--- src/include/sao_pkg.sv ---
package sao_pkg;
    // ----------------------------------------
    // register map
    // ----------------------------------------
    localparam logic [15:0] CFG_ADDR      = 16'hc040;
    localparam int          CFG_W         = 4;
    localparam logic [3:0]  CFG_RESET     = 4'h0;
    localparam int          BIT_MCLK_EN   = 3;
    localparam int          BIT_PORT_EN   = 2;
    localparam int          RATE_HI       = 1;
    localparam int          RATE_LO       = 0;

    // ----------------------------------------
    // rate codes
    // ----------------------------------------
    localparam logic [1:0]  RATE_48       = 2'h0;
    localparam logic [1:0]  RATE_96       = 2'h1;
    localparam logic [1:0]  RATE_192      = 2'h2;

    // ----------------------------------------
    // bit-clock dividers, in master-clock periods
    // ----------------------------------------
    localparam logic [3:0]  DIV_48        = 4'h8;
    localparam logic [3:0]  DIV_96        = 4'h4;
    localparam logic [3:0]  DIV_192       = 4'h2;

    // ----------------------------------------
    // stream
    // ----------------------------------------
    localparam int          SAMPLE_W      = 16;
    localparam int          FIFO_DEPTH    = 16;
    localparam int          GPIO_W        = 4;
endpackage

--- src/design/sao_port.sv ---
// Summary of operation
// - Config bit 2 puts shared pins in audio mode; clear means GPIO.
// - After reset the port is disabled and pins act as GPIO.
// - Config bit 3 gates the master clock output pin toward the DAC.
// - Master clock is input clock, or half of it in high clock range.
// - Rate field bits 1:0: 10=192 kHz, 01=96 kHz, 00=48 kHz.
// - Bit clock is master clock divided by 8, 4 or 2 per rate.

module sao_fifo #(
    parameter int WIDTH = 32,
    parameter int DEPTH = 16
) (
    input  wire logic             ref_clk_i,
    input  wire logic             nrst_i,
    input  wire logic             ce_i,
    input  wire logic             in_valid_i,
    output logic                  in_ready_o,
    input  wire logic [WIDTH-1:0] in_data_i,
    output logic                  out_valid_o,
    input  wire logic             out_ready_i,
    output logic      [WIDTH-1:0] out_data_o
);
    localparam int AW = $clog2(DEPTH);
    logic [WIDTH-1:0] mem [DEPTH];
    logic [AW:0]      wr_ptr;
    logic [AW:0]      rd_ptr;
    logic             push;
    logic             pop;

    assign push        = ce_i && in_valid_i && in_ready_o;
    assign pop         = ce_i && out_valid_o && out_ready_i;
    assign in_ready_o  = (wr_ptr - rd_ptr) != (AW+1)'(DEPTH);
    assign out_valid_o = wr_ptr != rd_ptr;
    assign out_data_o  = mem[rd_ptr[AW-1:0]];

    always_ff @(posedge ref_clk_i) begin
        if (push) begin
            mem[wr_ptr[AW-1:0]] <= in_data_i;
        end
    end

    always_ff @(posedge ref_clk_i or negedge nrst_i) begin
        if (!nrst_i) begin
            wr_ptr <= '0;
            rd_ptr <= '0;
        end else begin
            if (push) begin
                wr_ptr <= wr_ptr + 1'b1;
            end
            if (pop) begin
                rd_ptr <= rd_ptr + 1'b1;
            end
        end
    end
endmodule

module sao_port (
    input  wire logic                         ref_clk_i,
    input  wire logic                         nrst_i,
    input  wire logic                         ce_i,
    // register port of the processor core
    input  wire logic [15:0]                  reg_addr_i,
    input  wire logic                         reg_wr_i,
    input  wire logic [15:0]                  reg_wdata_i,
    output logic      [15:0]                  reg_rdata_o,
    input  wire logic                         high_input_clock_range_i,
    // decoded stereo samples
    input  wire logic                         smp_valid_i,
    output logic                              smp_ready_o,
    input  wire logic [2*sao_pkg::SAMPLE_W-1:0] smp_data_i,
    // general-purpose I/O owned by the core while the port is off
    input  wire logic [sao_pkg::GPIO_W-1:0]   gpio_out_i,
    input  wire logic [sao_pkg::GPIO_W-1:0]   gpio_oe_i,
    // shared pins: 0 mclk, 1 sclk, 2 word select, 3 data
    output logic      [sao_pkg::GPIO_W-1:0]   pin_o,
    output logic      [sao_pkg::GPIO_W-1:0]   pin_oe_o
);
    localparam int SW = sao_pkg::SAMPLE_W;

    logic [sao_pkg::CFG_W-1:0] serial_audio_out_config;
    logic                      audio_port_enable;
    logic                      master_clock_out_enable;
    logic [1:0]                output_rate_select;
    logic                      mclk_tick;
    logic                      mclk_ph;
    logic [3:0]                div_cnt;
    logic                      sclk;
    logic                      ws;
    logic [4:0]                bit_cnt;
    logic [SW-1:0]             shreg;
    logic [SW-1:0]             right_hold;
    logic                      fifo_valid;
    logic                      fifo_pop;
    logic [2*SW-1:0]           fifo_data;
    logic                      sclk_fall;
    logic [3:0]                half_div;

    function automatic logic [3:0] rate_div(input logic [1:0] code);
        unique case (code)
            sao_pkg::RATE_96:  rate_div = sao_pkg::DIV_96;
            sao_pkg::RATE_192: rate_div = sao_pkg::DIV_192;
            default:           rate_div = sao_pkg::DIV_48;
        endcase
    endfunction

    assign audio_port_enable       = serial_audio_out_config[sao_pkg::BIT_PORT_EN];
    assign master_clock_out_enable = serial_audio_out_config[sao_pkg::BIT_MCLK_EN];
    assign output_rate_select      = serial_audio_out_config[sao_pkg::RATE_HI:sao_pkg::RATE_LO];

    // ----------------------------------------
    // configuration register
    // ----------------------------------------
    // reset leaves port off
    always_ff @(posedge ref_clk_i or negedge nrst_i) begin
        if (!nrst_i) begin
            serial_audio_out_config <= sao_pkg::CFG_RESET;
        end else if (ce_i && reg_wr_i && reg_addr_i == sao_pkg::CFG_ADDR) begin
            serial_audio_out_config <= reg_wdata_i[sao_pkg::CFG_W-1:0];
        end
    end

    always_ff @(posedge ref_clk_i or negedge nrst_i) begin
        if (!nrst_i) begin
            reg_rdata_o <= '0;
        end else if (ce_i) begin
            reg_rdata_o <= (reg_addr_i == sao_pkg::CFG_ADDR) ?
                           {12'h000, serial_audio_out_config} : 16'h0000;
        end
    end

    // ----------------------------------------
    // master clock
    // ----------------------------------------
    // halve in high range; mclk_tick marks one master-clock period
    always_ff @(posedge ref_clk_i or negedge nrst_i) begin
        if (!nrst_i) begin
            mclk_ph <= 1'b0;
        end else if (ce_i) begin
            mclk_ph <= high_input_clock_range_i ? ~mclk_ph : 1'b0;
        end
    end
    assign mclk_tick = !high_input_clock_range_i || mclk_ph;

    // ----------------------------------------
    // bit clock and frame
    // ----------------------------------------
    // rate selects divider; sclk toggles every half period
    assign half_div  = rate_div(output_rate_select) >> 1;
    // compare with >= so a rate change to a shorter divider never waits for a wrap
    assign sclk_fall = mclk_tick && div_cnt >= half_div - 4'h1 && sclk;

    always_ff @(posedge ref_clk_i or negedge nrst_i) begin
        if (!nrst_i) begin
            div_cnt <= '0;
            sclk    <= 1'b0;
        end else if (ce_i) begin
            if (!audio_port_enable) begin
                div_cnt <= '0;
                sclk    <= 1'b0;
            end else if (mclk_tick) begin
                if (div_cnt >= half_div - 4'h1) begin
                    div_cnt <= '0;
                    sclk    <= ~sclk;
                end else begin
                    div_cnt <= div_cnt + 4'h1;
                end
            end
        end
    end

    // ws toggles per channel, data msb first, one bit late
    assign fifo_pop = sclk_fall && bit_cnt == 5'(SW - 1) && !ws;

    always_ff @(posedge ref_clk_i or negedge nrst_i) begin
        if (!nrst_i) begin
            bit_cnt    <= '0;
            ws         <= 1'b0;
            shreg      <= '0;
            right_hold <= '0;
        end else if (ce_i) begin
            if (!audio_port_enable) begin
                bit_cnt    <= '0;
                ws         <= 1'b0;
                shreg      <= '0;
                right_hold <= '0;
            end else if (sclk_fall) begin
                if (bit_cnt == 5'(SW - 1)) begin
                    bit_cnt <= '0;
                end else begin
                    bit_cnt <= bit_cnt + 5'h1;
                end
                // ws leads the word by one bit: old lsb goes out under the new select
                if (bit_cnt == 5'(SW - 2)) begin
                    ws <= ~ws;
                end
                if (bit_cnt == 5'(SW - 1) && !ws) begin
                    shreg      <= fifo_valid ? fifo_data[2*SW-1:SW] : '0;
                    // underrun sends silence rather than stale data
                    right_hold <= fifo_valid ? fifo_data[SW-1:0] : '0;
                end else if (bit_cnt == 5'(SW - 1)) begin
                    shreg <= right_hold;
                end else begin
                    shreg <= {shreg[SW-2:0], 1'b0};
                end
            end
        end
    end

    sao_fifo #(
        .WIDTH (2*SW),
        .DEPTH (sao_pkg::FIFO_DEPTH)
    ) u_fifo (
        .ref_clk_i   (ref_clk_i),
        .nrst_i      (nrst_i),
        .ce_i        (ce_i),
        .in_valid_i  (smp_valid_i),
        .in_ready_o  (smp_ready_o),
        .in_data_i   (smp_data_i),
        .out_valid_o (fifo_valid),
        .out_ready_i (fifo_pop),
        .out_data_o  (fifo_data)
    );

    // ----------------------------------------
    // pin mux
    // ----------------------------------------
    // audio mode owns pins; mclk gated by bit 3
    always_ff @(posedge ref_clk_i or negedge nrst_i) begin
        if (!nrst_i) begin
            pin_o    <= '0;
            pin_oe_o <= '0;
        end else if (ce_i) begin
            if (audio_port_enable) begin
                pin_o    <= {shreg[SW-1], ws, sclk,
                             master_clock_out_enable & (mclk_ph | !high_input_clock_range_i)};
                pin_oe_o <= '1;
            end else begin
                pin_o    <= gpio_out_i;
                pin_oe_o <= gpio_oe_i;
            end
        end
    end

    // ----------------------------------------
    // checks
    // ----------------------------------------
    a_reset_off: assert property (@(posedge ref_clk_i) $rose(nrst_i) |-> !audio_port_enable)
        else $error("port enabled after reset");
    a_gpio_mode: assert property (@(posedge ref_clk_i) disable iff (!nrst_i)
        ce_i && !audio_port_enable |=> pin_o == $past(gpio_out_i))
        else $error("gpio not passed through");
    a_audio_oe: assert property (@(posedge ref_clk_i) disable iff (!nrst_i)
        ce_i && audio_port_enable |=> pin_oe_o == '1)
        else $error("audio pins not driven");
    a_mclk_gate: assert property (@(posedge ref_clk_i) disable iff (!nrst_i)
        ce_i && !master_clock_out_enable |=> !pin_o[0] || !$past(audio_port_enable))
        else $error("mclk not gated");
    a_mclk_half: assert property (@(posedge ref_clk_i) disable iff (!nrst_i)
        ce_i && high_input_clock_range_i && $past(ce_i) && $past(high_input_clock_range_i)
        |-> mclk_ph != $past(mclk_ph))
        else $error("mclk not halved");
    a_rate_code: assert property (@(posedge ref_clk_i) disable iff (!nrst_i)
        $past(ce_i) && $past(audio_port_enable) && !$past(high_input_clock_range_i)
        && $past(output_rate_select) == sao_pkg::RATE_192 |-> sclk != $past(sclk))
        else $error("rate code decode wrong");
    a_sclk_div: assert property (@(posedge ref_clk_i) disable iff (!nrst_i)
        ce_i && audio_port_enable && !high_input_clock_range_i
        && output_rate_select == sao_pkg::RATE_96 && $rose(sclk) ##1 ce_i [*2]
        |-> sclk == 1'b0)
        else $error("sclk divide wrong");
    a_ws_word: assert property (@(posedge ref_clk_i) disable iff (!nrst_i)
        ce_i && sclk_fall && bit_cnt != 5'(SW - 2) |=> $stable(ws))
        else $error("ws toggled mid word");
    c_enable: cover property (@(posedge ref_clk_i) $rose(audio_port_enable));
    c_frame: cover property (@(posedge ref_clk_i) fifo_pop && fifo_valid);
    c_full: cover property (@(posedge ref_clk_i) !smp_ready_o);
endmodule

--- config.mk ---
export PLATFORM = sky130hd
export DESIGN_NAME = sao_port
export DESIGN_NICKNAME = d
export VERILOG_FILES = /design/src/include/sao_pkg.sv /design/src/design/sao_port.sv
export SDC_FILE = /design/constraint.sdc
export NUM_CORES = 1
export LEC_CHECK = 0
export BUFFER_PORTS_ARGS = -buffer_cell sky130_fd_sc_hd__buf_2
export CAP_MARGIN = 25
export CORE_ASPECT_RATIO = 0.6
export CORE_UTILIZATION = 40
export CTS_CLUSTER_DIAMETER = 150
export CTS_CLUSTER_SIZE = 10
export DETAILED_ROUTE_END_ITERATION = 16
export GPL_TIMING_DRIVEN = 0
export MAX_ROUTING_LAYER = met4
export PLACE_DENSITY = 0.6
export RECOVER_POWER = 50
export SLEW_MARGIN = 20
export SYNTH_ARGS = -nofsm -noshare
export SYNTH_HDL_FRONTEND = slang
export SYNTH_SLANG_ARGS = --single-unit
--- constraint.sdc ---
create_clock -name ref_clk_i -period 16.05 [get_ports ref_clk_i]
set_input_delay 0.8025 -clock ref_clk_i [delete_from_list [all_inputs] [get_ports ref_clk_i]]
set_output_delay 0.8025 -clock ref_clk_i [all_outputs]
set_load 0.005 [all_outputs]
==> impl_metrics.toml <==
[outcome]
status = "complete, but fails checks"
violations = "capacitance limit, slew limit"

[clock_network]
cts.path.max_buffers = 3
root_buffer = "clkbuf_16"
insertion_delay_ns = 0.58
cts_resized = 0
cts.hold.buffers_added = 0
cts_made_buffers = 68
postCtsSetupRepairBufs = 0
numClockSinks = 582
ctsHtreeMaxLevel = 3
cts.clk_slew.worst_paths_ns = 0.06
cts_tree = "done"

[power]
peakVddDrop_mv = 0.0838
p_per_area_nw_per_um2 = 122
p_total_uw = 3310
power_leakage_uw = 0.00907

[sta]
rsz0062_at_grt = "no"
fin_crit_ns = 4.92
hold_viol_final = 0
setup_ws_ns = 11.13
final-setup-viol-count = 0
fin_skew_ns = 0.0185
period_share = 0.306
fin_tns_setup_ns = 0
slew_headroom = -0.692
drv_slew = 46
max_clock_freq_mhz = 203
tightest_slew_ns = 2.54

[routing]
vias = 12800
drtIter0Drc = 1467
wl_um = 55800
drtPass1Iterations = 5
routed_via_density = 5.47
post_drt_wl_per_cell_um = 23.8
ant_nets = 0
remaining_drc_errors = 0

[synthesis]
synth_top_area_cell = "edfxtp_1"
synth-edff-count = 512
ys_ff_latch = 582
synth_async_sr_flop_share = 0.120
synth.cell_area_um2 = 23200
synth_area_leaders = "edfxtp_1 (66%), mux4_2 (12%), dfrtp_1 (7.5%)"
synth_cell_type_count = 53
synthTopCellsByCount = "edfxtp_1 (512), nand2_1 (216), mux4_2 (128)"
synth-seq-area-share = 0.738
synthFlopType = "edfxtp_1"
syn_area_per_cell_um2 = 17.6
yosysWarnings = 0
synth_top_area_share = 0.662
synth.most_common_cell = "edfxtp_1"
netlist_instances = 1318

[floorplanning]
die_height_um = 189
initial_core_util = 0.410
coreArea_um2 = 56600
dieArea_um2 = 59000
rows = 67
die_w_um = 313
io_pins = 103

[global_route]
grt_usage = 0.199
grt_pass1_vias = 12800
grt_pass1_wl_um = 83400
grt_max_degree = 46
antenna_found_initial = 0
gr-total-overflow = 0

[place]
pre_cts_slack_ns = 11.31
hpwl_um = 39500
port_buffers = 78
dp_cells = 2240
gp_congestion = 0.845
placed_area_um2 = 25300

[cells_and_area]
syn_to_final_growth_pct = 16.7
finalNonFillerCells = 2344
drive_above_1_share = 0.241
nets = 1645
finalInstanceArea_um2 = 27100

[setup_path]
crit_arrival_ns = 4.11
cp_max_fo = 10
critPathLaunch = "u_fifo.rd_ptr[2]$_DFFE_PN0P_"
r2r-start = "u_fifo.rd_ptr[1]$_DFFE_PN0P_"
startpoint_type = "flop"
path_class = "reg2out"
required_ns = 15.25
end_kind = "output port"

[min_path]
hp-class = "in2reg"
min_from = "gpio_oe_i[3]"

[run]
cap_violations = 2
-- kinds of logic (layout without fill, tap and decap cells) --
kind of cell    after synthesis  after routing  synth area share
compound gates              181            181            0.0474
xor+xnor                      5              5           0.00221
fa+ha+maj                    15             15           0.00809
buf+inv                     104            359            0.0207
flops                       582            582             0.738
mux                         138            138             0.129
other cells                   1             13          0.000162
simple gates                292            292            0.0546
-- power by group --
group	switching [µW]	internal (µW)
sequential	27.4	1720
clock	564	785
combinational	138	76.4
total	729	2590
-- registers in the layout (all words and copies together), names as in the netlist, 4 cells and up --
signal and cells:
u_fifo.wr_ptr 5, u_fifo.mem 512, pin_oe_o 4, bit_cnt 5, right_hold 16, u_fifo.rd_ptr 5, serial_audio_out_config 4, div_cnt 4
reg_rdata_o 4, pin_o 4, shreg 16
-- through the flow --
stage | util | hold slack, ns
floorplan | - | 0.456
global placement | 0.435 | 0.482
detailed placement | 0.447 | 0.481
CTS | 0.479 | 0.128
global route | 0.478 | 0.437
finish | 0.479 | 0.435
-- cell type report --
cell class	count	area, µm²
inverters	21	78.8
multi-input cells	643	5720
repair buffers	153	930
fillers	4782	29500
clock inverters	3	26.3
plain buffers	83	402
well taps	759	950
clock buffers	99	1840
diodes	1	2.50
flip-flops and latches	582	17100
-- path summary, 6_finish.rpt --
kind	to	slack, ns	cells after the start
worst min-delay path	pin_oe_o[3]$_DFFE_PN0P_	0.43	2
min in group asynchronous	u_fifo.wr_ptr[2]$_DFFE_PN0P_	0.57	1
worst max register to register	u_fifo.mem[12][28]$_DFFE_PP_	11.30	14
max in group asynchronous	bit_cnt[3]$_DFFE_PN0P_	12.40	2
worst min register to register	bit_cnt[4]$_DFFE_PN0P_	0.50	1
worst max-delay path	smp_ready_o	11.13	11
-- worst max-delay path, stage by stage (launching register included) --
cell and delay (ns):
dfrtp_1 0.48, clkbuf_1 0.64, buf_1 0.57, inv_1 0.10, ha_1 0.34, nand2_1 0.08
mux2i_1 0.21, nand2_1 0.13, a21oi_1 0.19, clkbuf_1 0.53, inv_1 0.10, buf_2 0.15
-- cells in the final DEF (no fill, tap or decap), drive strengths merged, types with 3 or more instances in the layout --
| cell | Yosys | routed |
|---|---|---|
| a21oi | 80 | 80 |
| a22oi | 18 | 18 |
| and2 | 3 | 3 |
| and3 | 3 | 3 |
| buf | 48 | 166 |
| clkbuf | 35 | 169 |
| conb | 1 | 12 |
| dfrtp | 70 | 70 |
| edfxtp | 512 | 512 |
| ha | 15 | 15 |
| inv | 21 | 24 |
| mux2 | 6 | 6 |
| mux2i | 4 | 4 |
| mux4 | 128 | 128 |
| nand2 | 216 | 216 |
| nand2b | 5 | 5 |
| nand3 | 9 | 9 |
| nand4 | 3 | 3 |
| nor2 | 19 | 19 |
| nor2b | 3 | 3 |
| nor3 | 4 | 4 |
| nor3b | 12 | 12 |
| nor4 | 4 | 4 |
| o211ai | 7 | 7 |
| o21a | 3 | 3 |
| o21ai | 43 | 43 |
| o22ai | 3 | 3 |
| o2bb2ai | 16 | 16 |
| or3 | 3 | 3 |
| xnor2 | 4 | 4 |
-- layer usage --
layer  track usage  vias to the layer above  routed length, µm
li1              -                     5591                  -
met1         0.308                     6692              27000
met2         0.272                      481              23600
met3        0.0425                       68               4410
met4        0.0349                        0                790
met5             -                        -                  0
Note: power is estimated with default switching activity, not from simulation.
